===== src/include/brc_cfg.svh =====
// Constants for the burst read configuration sequencer: register layout,
// reset value, field codes and timing. Included by the package; the modules do not include it.
// Functional notes
// - Read select bit picks synchronous burst reads at 0, asynchronous at 1, and resets to 1.
// - Standby disable bit lets standby happen at 0 (reset value) and blocks it at 1.
// - Latency codes 1 to 6 give 3 to 8 clock edges; codes 0 and 7 are reserved for the host.
// - Inter-beat bit at 0 moves data every burst clock, at 1 every second burst clock.
// - Ready timing bit at 0 drops ready on the invalid edge, at 1 one data cycle earlier.
// - Clock edge bit picks the falling burst clock edge at 0 and the rising edge at 1.
// - In the larger variant the edge and qualifier bits do nothing and rising is active.
// - Wrap bit at 0 keeps 4 or 8 beat bursts in their aligned group, at 1 runs linearly.
// - Length codes 1, 2 and 7 give 4, 8 and continuous beats; other codes are reserved.
// - Continuous or linear bursts starting at 29, 30 or 31 modulo 32 get 1 to 3 waits.
// - Wrapping 4 or 8 beat bursts count the low address bits modulo the group size.
// - Linear and continuous bursts count the address straight across group edges.
// - The register holds until rewritten and returns to its reset value on reset or power-down.
// - While ready is low at an active edge no new data appears and the address holds.
`ifndef BRC_CFG_SVH
`define BRC_CFG_SVH

// ----------------------------------------------------------------
// Widths
// ----------------------------------------------------------------
`define BRC_ADDR_W        20
`define BRC_REG_W         16

// ----------------------------------------------------------------
// Register field positions
// ----------------------------------------------------------------
`define BRC_READ_SEL_BIT  15
`define BRC_STBY_DIS_BIT  14
`define BRC_XLAT_MSB      13
`define BRC_XLAT_LSB      11
`define BRC_YLAT_BIT      9
`define BRC_RDY_TIME_BIT  8
`define BRC_QUAL_BIT      7
`define BRC_EDGE_BIT      6
`define BRC_WRAP_BIT      3
`define BRC_LEN_MSB       2
`define BRC_LEN_LSB       0

// ----------------------------------------------------------------
// Reset value and codes
// ----------------------------------------------------------------
`define BRC_CFG_RESET     16'h8000
`define BRC_LEN_4         3'h1
`define BRC_LEN_8         3'h2
`define BRC_LEN_CONT      3'h7
`define BRC_XLAT_MIN_CODE 3'h1
`define BRC_XLAT_MAX_CODE 3'h6
`define BRC_XLAT_OFFSET   4'h2
`define BRC_WAIT_BASE     5'h1c

`endif


===== src/include/brc_pkg.sv =====
// Types and shared arithmetic of the burst read configuration sequencer.
// Assumes brc_cfg.svh is on the include path.
`include "brc_cfg.svh"

package brc_pkg;

  // ----------------------------------------------------------------
  // Types
  // ----------------------------------------------------------------
  typedef logic [`BRC_ADDR_W-1:0] brc_addr_t;

  typedef enum logic [2:0] {
    ST_IDLE,
    ST_LAT,
    ST_WAIT,
    ST_BURST,
    ST_DONE
  } brc_state_t;

  // ----------------------------------------------------------------
  // Functions
  // ----------------------------------------------------------------
  // Edges from latch to first data; reserved codes fall back to the shortest
  function automatic logic [3:0] brc_xlat_edges(input logic [2:0] code);
    if (code < `BRC_XLAT_MIN_CODE || code > `BRC_XLAT_MAX_CODE) begin
      brc_xlat_edges = 4'h3;
    end else begin
      brc_xlat_edges = {1'b0, code} + `BRC_XLAT_OFFSET;
    end
  endfunction : brc_xlat_edges

  // Beats in a bounded burst, zero meaning unbounded
  function automatic logic [3:0] brc_len_beats(input logic [2:0] code);
    case (code)
      `BRC_LEN_4: brc_len_beats = 4'h4;
      `BRC_LEN_8: brc_len_beats = 4'h8;
      default:    brc_len_beats = 4'h0;
    endcase
  endfunction : brc_len_beats

  // Wait states near a 32 double-word boundary
  function automatic logic [1:0] brc_wait_states(input brc_addr_t a, input logic linear);
    if (linear && a[4:0] > `BRC_WAIT_BASE) begin
      brc_wait_states = 2'(a[4:0] - `BRC_WAIT_BASE);
    end else begin
      brc_wait_states = 2'h0;
    end
  endfunction : brc_wait_states

  // Next burst address, wrapping in the group or counting linearly
  function automatic brc_addr_t brc_next_addr(input brc_addr_t a, input logic wrap,
                                              input logic [2:0] len);
    brc_addr_t n;
    n = a + brc_addr_t'(1);
    if (wrap && len == `BRC_LEN_4) begin
      n = {a[`BRC_ADDR_W-1:2], 2'(a[1:0] + 2'h1)};
    end else if (wrap && len == `BRC_LEN_8) begin
      n = {a[`BRC_ADDR_W-1:3], 3'(a[2:0] + 3'h1)};
    end
    brc_next_addr = n;
  endfunction : brc_next_addr

endpackage : brc_pkg


===== src/include/brc_cfg_if.sv =====
// Decoded configuration fields passed from the register to the sequencer.
// Assumes one clock domain; fields are register outputs.
`timescale 1ns/1ps

interface brc_cfg_if;
  logic       async_read;
  logic       standby_dis;
  logic [2:0] xlat_code;
  logic       two_cycle_beat;
  logic       ready_early;
  logic       rising_edge;
  logic       wrap;
  logic [2:0] len_code;

  modport src (output async_read, standby_dis, xlat_code, two_cycle_beat,
               ready_early, rising_edge, wrap, len_code);
  modport snk (input async_read, standby_dis, xlat_code, two_cycle_beat,
               ready_early, rising_edge, wrap, len_code);
endinterface : brc_cfg_if


===== src/design/brc_addr_gen.sv =====
// Internal burst address counter: loads the start address, then steps.
// Assumes load and step are never high together except load winning.
`timescale 1ns/1ps

module brc_addr_gen
  import brc_pkg::*;
(
  input  wire logic       clk,
  input  wire logic       rst_n,
  input  wire logic       load,
  input  wire brc_addr_t  load_addr,
  input  wire logic       step,
  input  wire logic       wrap,
  input  wire logic [2:0] len_code,
  output      brc_addr_t  addr
);

  typedef struct packed {
    brc_addr_t addr;
  } brc_ag_st_t;

  brc_ag_st_t st_reg;
  brc_ag_st_t st_next;

  // ----------------------------------------------------------------
  // Counter
  // ----------------------------------------------------------------
  always_comb begin
    st_next = st_reg;
    if (load) begin
      st_next.addr = load_addr;
    end else if (step) begin
      st_next.addr = brc_next_addr(st_reg.addr, wrap, len_code);
    end
  end

  always_ff @(posedge clk or negedge rst_n) begin
    if (!rst_n) begin
      st_reg <= '0;
    end else begin
      st_reg <= st_next;
    end
  end

  assign addr = st_reg.addr;

endmodule : brc_addr_gen


===== src/design/brc_cfg_reg.sv =====
// Burst read configuration register with write port and read-back.
// Assumes the write strobe is a one-cycle pulse from the command decoder.
`timescale 1ns/1ps

module brc_cfg_reg
  import brc_pkg::*;
#(
  parameter bit HIGH_DENSITY = 1'b0
) (
  input  wire logic                  clk,
  input  wire logic                  rst_n,
  input  wire logic                  pd_n,
  input  wire logic                  wr,
  input  wire logic [`BRC_REG_W-1:0] wdata,
  output      logic [`BRC_REG_W-1:0] rdata,
  brc_cfg_if.src                     cfg
);

  typedef struct packed {
    logic [`BRC_REG_W-1:0] cfg_val;
  } brc_cfg_st_t;

  brc_cfg_st_t st_reg;
  brc_cfg_st_t st_next;

  // ----------------------------------------------------------------
  // Register update
  // ----------------------------------------------------------------
  // hold until rewrite, default on power-down
  always_comb begin
    st_next = st_reg;
    if (!pd_n) begin
      st_next.cfg_val = `BRC_CFG_RESET;
    end else if (wr) begin
      st_next.cfg_val = wdata;
    end
  end

  always_ff @(posedge clk or negedge rst_n) begin
    if (!rst_n) begin
      st_reg <= '{cfg_val: `BRC_CFG_RESET};
    end else begin
      st_reg <= st_next;
    end
  end

  // Read-back shows the stored edge bit even where it has no effect
  assign rdata = st_reg.cfg_val;

  // ----------------------------------------------------------------
  // Field decode
  // ----------------------------------------------------------------
  // read select
  assign cfg.async_read     = st_reg.cfg_val[`BRC_READ_SEL_BIT];
  assign cfg.standby_dis    = st_reg.cfg_val[`BRC_STBY_DIS_BIT];
  assign cfg.xlat_code      = st_reg.cfg_val[`BRC_XLAT_MSB:`BRC_XLAT_LSB];
  assign cfg.two_cycle_beat = st_reg.cfg_val[`BRC_YLAT_BIT];
  assign cfg.ready_early    = st_reg.cfg_val[`BRC_RDY_TIME_BIT];
  // edge select, forced rising in the larger variant
  assign cfg.rising_edge    = HIGH_DENSITY | st_reg.cfg_val[`BRC_EDGE_BIT];
  assign cfg.wrap           = ~st_reg.cfg_val[`BRC_WRAP_BIT];
  assign cfg.len_code       = st_reg.cfg_val[`BRC_LEN_MSB:`BRC_LEN_LSB];

endmodule : brc_cfg_reg


===== src/design/brc_top.sv =====
// Burst read sequencer top: configuration register, active-edge
// detection of the burst clock, latency, wait states and beat pacing.
// Assumes K, L_N, B_N, E_N, A are synchronous to CLK and K is slower.
`timescale 1ns/1ps

module brc_top
  import brc_pkg::*;
#(
  parameter bit HIGH_DENSITY = 1'b0
) (
  input  wire logic                  CLK,
  input  wire logic                  RESET_N,
  input  wire logic                  PD_N,
  input  wire logic                  CFG_WR,
  input  wire logic [`BRC_REG_W-1:0] CFG_WDATA,
  output      logic [`BRC_REG_W-1:0] CFG_RDATA,
  input  wire logic                  K,
  input  wire logic                  E_N,
  input  wire logic                  L_N,
  input  wire logic                  B_N,
  input  wire brc_addr_t             A,
  output      brc_addr_t             BURST_ADDR,
  output      logic                  DATA_STEP,
  output      logic                  R,
  output      logic                  BURST_ACTIVE,
  output      logic                  STANDBY
);

  // ----------------------------------------------------------------
  // Reset release
  // ----------------------------------------------------------------
  typedef struct packed {
    logic [1:0] sync;
  } brc_rst_st_t;

  brc_rst_st_t rst_reg;
  brc_rst_st_t rst_next;
  logic        rst_n;

  // Two-stage release keeps the deassertion clean
  always_comb begin
    rst_next      = rst_reg;
    rst_next.sync = {rst_reg.sync[0], 1'b1};
  end

  always_ff @(posedge CLK or negedge RESET_N) begin
    if (!RESET_N) begin
      rst_reg <= '0;
    end else begin
      rst_reg <= rst_next;
    end
  end

  assign rst_n = rst_reg.sync[1];

  // ----------------------------------------------------------------
  // Configuration register
  // ----------------------------------------------------------------
  brc_cfg_if cfg ();

  brc_cfg_reg #(
    .HIGH_DENSITY (HIGH_DENSITY)
  ) u_cfg (
    .clk   (CLK),
    .rst_n (rst_n),
    .pd_n  (PD_N),
    .wr    (CFG_WR),
    .wdata (CFG_WDATA),
    .rdata (CFG_RDATA),
    .cfg   (cfg.src)
  );

  // ----------------------------------------------------------------
  // Sequencer state
  // ----------------------------------------------------------------
  typedef struct packed {
    brc_state_t state;
    logic       k_prev;
    logic [3:0] lat_cnt;
    logic [1:0] wait_cnt;
    logic [3:0] beat_cnt;
    logic       y_phase;
    logic       step;
  } brc_seq_st_t;

  brc_seq_st_t st_reg;
  brc_seq_st_t st_next;

  logic       act_edge;
  logic       start;
  logic       load;
  logic       adv;
  logic       linear;
  logic [1:0] start_waits;
  logic [3:0] len_beats;
  brc_addr_t  cur_addr;

  // pick the active burst clock edge
  assign act_edge = cfg.rising_edge ? (K & ~st_reg.k_prev) : (~K & st_reg.k_prev);

  // a burst only starts in synchronous mode
  assign start = act_edge & ~cfg.async_read & ~E_N & ~L_N;

  // waits apply to continuous or non-wrapping bursts only
  assign linear      = ~cfg.wrap | (cfg.len_code == `BRC_LEN_CONT);
  assign start_waits = brc_wait_states(A, linear);
  assign len_beats   = brc_len_beats(cfg.len_code);

  // ----------------------------------------------------------------
  // Next-state logic
  // ----------------------------------------------------------------
  always_comb begin
    st_next        = st_reg;
    st_next.k_prev = K;
    st_next.step   = 1'b0;
    load           = 1'b0;
    adv            = 1'b0;
    if (!PD_N || E_N || cfg.async_read) begin
      // Abort on chip deselect, power-down or asynchronous mode
      st_next.state = ST_IDLE;
    end else if (start) begin
      // latency counted in active edges from the latch edge
      load             = 1'b1;
      st_next.state    = ST_LAT;
      st_next.lat_cnt  = brc_xlat_edges(cfg.xlat_code);
      st_next.wait_cnt = start_waits;
      st_next.beat_cnt = 4'h1;
      st_next.y_phase  = 1'b0;
    end else if (act_edge) begin
      case (st_reg.state)
        ST_LAT: begin
          st_next.lat_cnt = 4'(st_reg.lat_cnt - 4'h1);
          if (st_reg.lat_cnt == 4'h1) begin
            if (st_reg.wait_cnt != 2'h0) begin
              st_next.state = ST_WAIT;
            end else begin
              st_next.state = ST_BURST;
              st_next.step  = 1'b1;
            end
          end
        end
        ST_WAIT: begin
          // address held through the wait edges
          st_next.wait_cnt = 2'(st_reg.wait_cnt - 2'h1);
          if (st_reg.wait_cnt == 2'h1) begin
            st_next.state = ST_BURST;
            st_next.step  = 1'b1;
          end
        end
        ST_BURST: begin
          // every edge or every second edge
          st_next.y_phase = cfg.two_cycle_beat & ~st_reg.y_phase;
          if ((!cfg.two_cycle_beat || st_reg.y_phase) && !B_N) begin
            // bounded bursts stop after their length
            if (len_beats != 4'h0 && st_reg.beat_cnt == len_beats) begin
              st_next.state = ST_DONE;
            end else begin
              adv              = 1'b1;
              st_next.step     = 1'b1;
              st_next.beat_cnt = 4'(st_reg.beat_cnt + 4'h1);
            end
          end
        end
        ST_IDLE, ST_DONE: begin
          st_next.state = st_reg.state;
        end
        default: begin
          st_next.state = ST_IDLE;
        end
      endcase
    end
  end

  always_ff @(posedge CLK or negedge rst_n) begin
    if (!rst_n) begin
      st_reg <= '{state: ST_IDLE, default: '0};
    end else begin
      st_reg <= st_next;
    end
  end

  // ----------------------------------------------------------------
  // Address counter
  // ----------------------------------------------------------------
  brc_addr_gen u_addr (
    .clk       (CLK),
    .rst_n     (rst_n),
    .load      (load),
    .load_addr (A),
    .step      (adv),
    .wrap      (cfg.wrap),
    .len_code  (cfg.len_code),
    .addr      (cur_addr)
  );

  // ----------------------------------------------------------------
  // Outputs
  // ----------------------------------------------------------------
  assign BURST_ADDR   = cur_addr;
  assign DATA_STEP    = st_reg.step;
  assign BURST_ACTIVE = (st_reg.state != ST_IDLE);

  // ready low on each invalid-data edge, or one active edge earlier
  // The edge that presents the first datum must never see ready low
  always_comb begin
    if (cfg.ready_early) begin
      R = ~(((st_reg.state == ST_LAT) && (st_reg.lat_cnt == 4'h2) &&
             (st_reg.wait_cnt != 2'h0)) ||
            ((st_reg.state == ST_LAT) && (st_reg.lat_cnt == 4'h1) &&
             (st_reg.wait_cnt > 2'h1)) ||
            ((st_reg.state == ST_WAIT) && (st_reg.wait_cnt > 2'h2)));
    end else begin
      R = ~(((st_reg.state == ST_LAT) && (st_reg.lat_cnt == 4'h1) &&
             (st_reg.wait_cnt != 2'h0)) ||
            ((st_reg.state == ST_WAIT) && (st_reg.wait_cnt > 2'h1)));
    end
  end

  // standby only when deselected and not disabled
  assign STANDBY = E_N & ~cfg.standby_dis;

endmodule : brc_top


===== config.mk =====
export PLATFORM = sky130hd
export DESIGN_NAME = brc_top
export DESIGN_NICKNAME = d
export VERILOG_FILES = /design/src/include/brc_pkg.sv /design/src/include/brc_cfg_if.sv /design/src/design/brc_addr_gen.sv /design/src/design/brc_cfg_reg.sv /design/src/design/brc_top.sv
export VERILOG_INCLUDE_DIRS = /design/src /design/src/include
export SDC_FILE = /design/constraint.sdc
export NUM_CORES = 1
export LEC_CHECK = 0
export BUFFER_PORTS_ARGS = -buffer_cell sky130_fd_sc_hd__buf_4
export CAP_MARGIN = 20
export CORE_ASPECT_RATIO = 2
export CORE_MARGIN = 10
export CORE_UTILIZATION = 50
export CTS_BUF_LIST = sky130_fd_sc_hd__clkbuf_8
export DETAILED_ROUTE_END_ITERATION = 10
export GPL_ROUTABILITY_DRIVEN = 0
export PLACE_DENSITY = 0.79
export REMOVE_ABC_BUFFERS = 1
export SYNTH_ARGS = -nofsm -noshare
export SYNTH_HDL_FRONTEND = slang
export SYNTH_SLANG_ARGS = --single-unit

===== constraint.sdc =====
create_clock -name CLK -period 4.9 [get_ports CLK]
set_clock_uncertainty 0.05 [all_clocks]
set_input_delay 0.98 -clock CLK [delete_from_list [all_inputs] [get_ports CLK]]
set_output_delay 0.98 -clock CLK [all_outputs]
set_load 0.01 [all_outputs]

==> run metrics <==
Final Max Slew Viols 0; H-tree level count 2; # hold bufs at CTS 0; internal power component 0.000739 W; post-synth top area share 39.8%; Fmax 322 MHz; CTS Buf Count 5; fin crit period 3.10 ns; largest net degree at the start of global routing 53; Area contributors post-synth dfrtp_1 40%, mux2i_1 5.4%, ha_1 4.5%; Yosys reg bits 54; Die Ht 135 um; Sw Ratio 29.3%; Setup crit start kind input pin; post-cts sizing count 0; Worst-Skew Late Latency 0.33 ns; Port-buffer cells 83; fillers 583; FF-to-FF setup slack 2.08 ns; CTS max path bufs 2; overall routing resource usage 17.1%; Rows 42; Crit. End Element flop; register share of total power 50.3%; relative slew slack 50.9%; n_diodes 0; die area 10500 um2; run status finished, final reports clean; # Post-CTS Setup Buffers 0; Leakage Power 1.82 nW; final setup TNS 0 ns; cell chosen for the clock root clkbuf_8; TritonCTS clock tree built; Tightest Pin Transition 0.726 ns; Worst Path Arrival 3.30 ns; first-pass GRT wire length 14900 um; Multi-input gate area 1830 um2; Die Span X 77.7 um; synth-to-layout area growth 23.5%; Yosys top cell by area dfrtp_1; Yosys warnings 0; number of remaining DRC errors 0; CORE AREA 6570 um2; Sink Count 54; crit-path max FO 20; Seq/Total Area, Yosys 40.6%; Worst EP required 5.10 ns; dpl hpwl 6950 um; critical path type in2reg; Setup-failing EPs final 0; # IOs 84; most frequent cell after synthesis dfrtp_1; synth unique cells 62; vias in the first global route 3146; Mapped Avg Cell Area 9.21 um2; Starting DRT DRC Count 192; final net count 491; final core occ 62.7%; RSZ-0062 raised after global routing no; Via density 5.84; clock transition at the registers of the reported paths 0.11 ns; Gate Count Post-Synth 362; Net Sw Power 0.000307 W; share of cells above drive strength 1 25.2%; Fin Hold WS 0.317 ns; final hold vios 0; total wire length 9010 um; Max Cap Viol 0; Clock power frac 30.8%; antenna viol nets, final 0; Commonest cells post-synth 53 x dfrtp_1, 25 x nor2_1, 24 x nand2_1; First-pass DRT Iterations 4; FF+latch area 1350 um2; PwrDens 254 nW/um2; Post-synth EDFFs 0; Async SR Flop Fraction 100%; initial core utilization 50.8%; Synth Cell Area 3330 um2; maximum VDD drop 0.258 mV; initial antenna violation count 0; Synth Flop Type dfrtp_1; grt ovf 0; Hold Path Class reg2reg; drt wl/cell 17.2 um; Comb pwr share 19.0%; max reg flops 20; fin crit share 63.3%; via count 3058
critical path, stage by stage:
cell and delay (ns):
buf_4 0.13, or3b_2 0.52, a21oi_4 0.26, nand4b_1 0.57, or4_1 0.68, a31oi_1 0.17
power by group through the flow:
stage	Sequential [W]	Combinational [W]	Clock [W]
after floorplan	0.000543	0.0000792	0
after global routing	0.000534	0.000222	0.000345
after CTS	0.000525	0.000202	0.000327
after global placement	0.000532	0.000195	0
final	0.000526	0.000198	0.000322
after detailed placement	0.000534	0.000202	0
stage by stage:
stage               std cells  setup slack [ns]  total power [W]  area, um2
floorplan                 342              1.77         0.000622       3240
detailed placement        516              1.47         0.000736       4000
global route              524              1.55          0.00110       4120
CTS                       524              1.81          0.00105       4120
finish                    524              1.80          0.00105       4120
global placement          516              1.53         0.000727       4000
cells in the final DEF, fill, tap and decap left out, drive strengths merged, types with 11 or more instances in the layout:
cell type / netlist / final
a21oi: 14 / 14
a31oi: 13 / 13
buf: 7 / 86
dfrtp: 53 / 53
ha: 12 / 12
inv: 16 / 17
mux2i: 18 / 18
nand2: 24 / 24
nand3: 23 / 23
nor2: 25 / 25
nor2b: 20 / 20
o21ai: 17 / 17
or4: 11 / 11
path summary, 6_finish.rpt:
check	from	to	cells after the start
max	K	u_addr.addr[12]	6
max in group asynchronous	rst_reg[1]	DATA_STEP	1
min in group asynchronous	rst_reg[1]	u_addr.addr[0]	1
min	rst_reg[0]	rst_reg[1]	0
min reg2reg	rst_reg[0]	rst_reg[1]	0
max reg2reg	u_cfg.rdata[0]	u_addr.addr[12]	5
area by class of cell:
cell class / count / area share (%)
Clock buffer: 5 / 1.67
Clock inverter: 3 / 1.16
Inverter: 16 / 1.46
Multi-Input combinational cell: 272 / 44.5
Sequential cell: 54 / 32.9
Tap cell: 88 / 2.67
Timing Repair Buffer: 86 / 15.7
layer usage:
metal	routed length, um	GRT usage (%)	vias up	part of all wire (%)
li1	-	-	1489	-
met1	3310	17.4	1459	37
met2	4970	31.4	95	55
met3	547	4.79	15	6.1
met4	184	7.35	0	2.0
met5	0	0	-	0
cells by family (layout without fill, tap and decap cells):
logic type,after synthesis,in the layout,synth area share (%)
flip-flops,54,54,40.6
multiplexers,20,20,6.08
buffers and inverters,36,110,4.69
XOR/XNOR,5,5,1.31
AO/OA/AOI/OAI,79,79,16.3
AND/OR/NAND/NOR,155,155,26.4
other,1,1,0.112
adder cells (fa/ha/maj),12,12,4.50
Note: power is estimated with default switching activity, not from simulation.
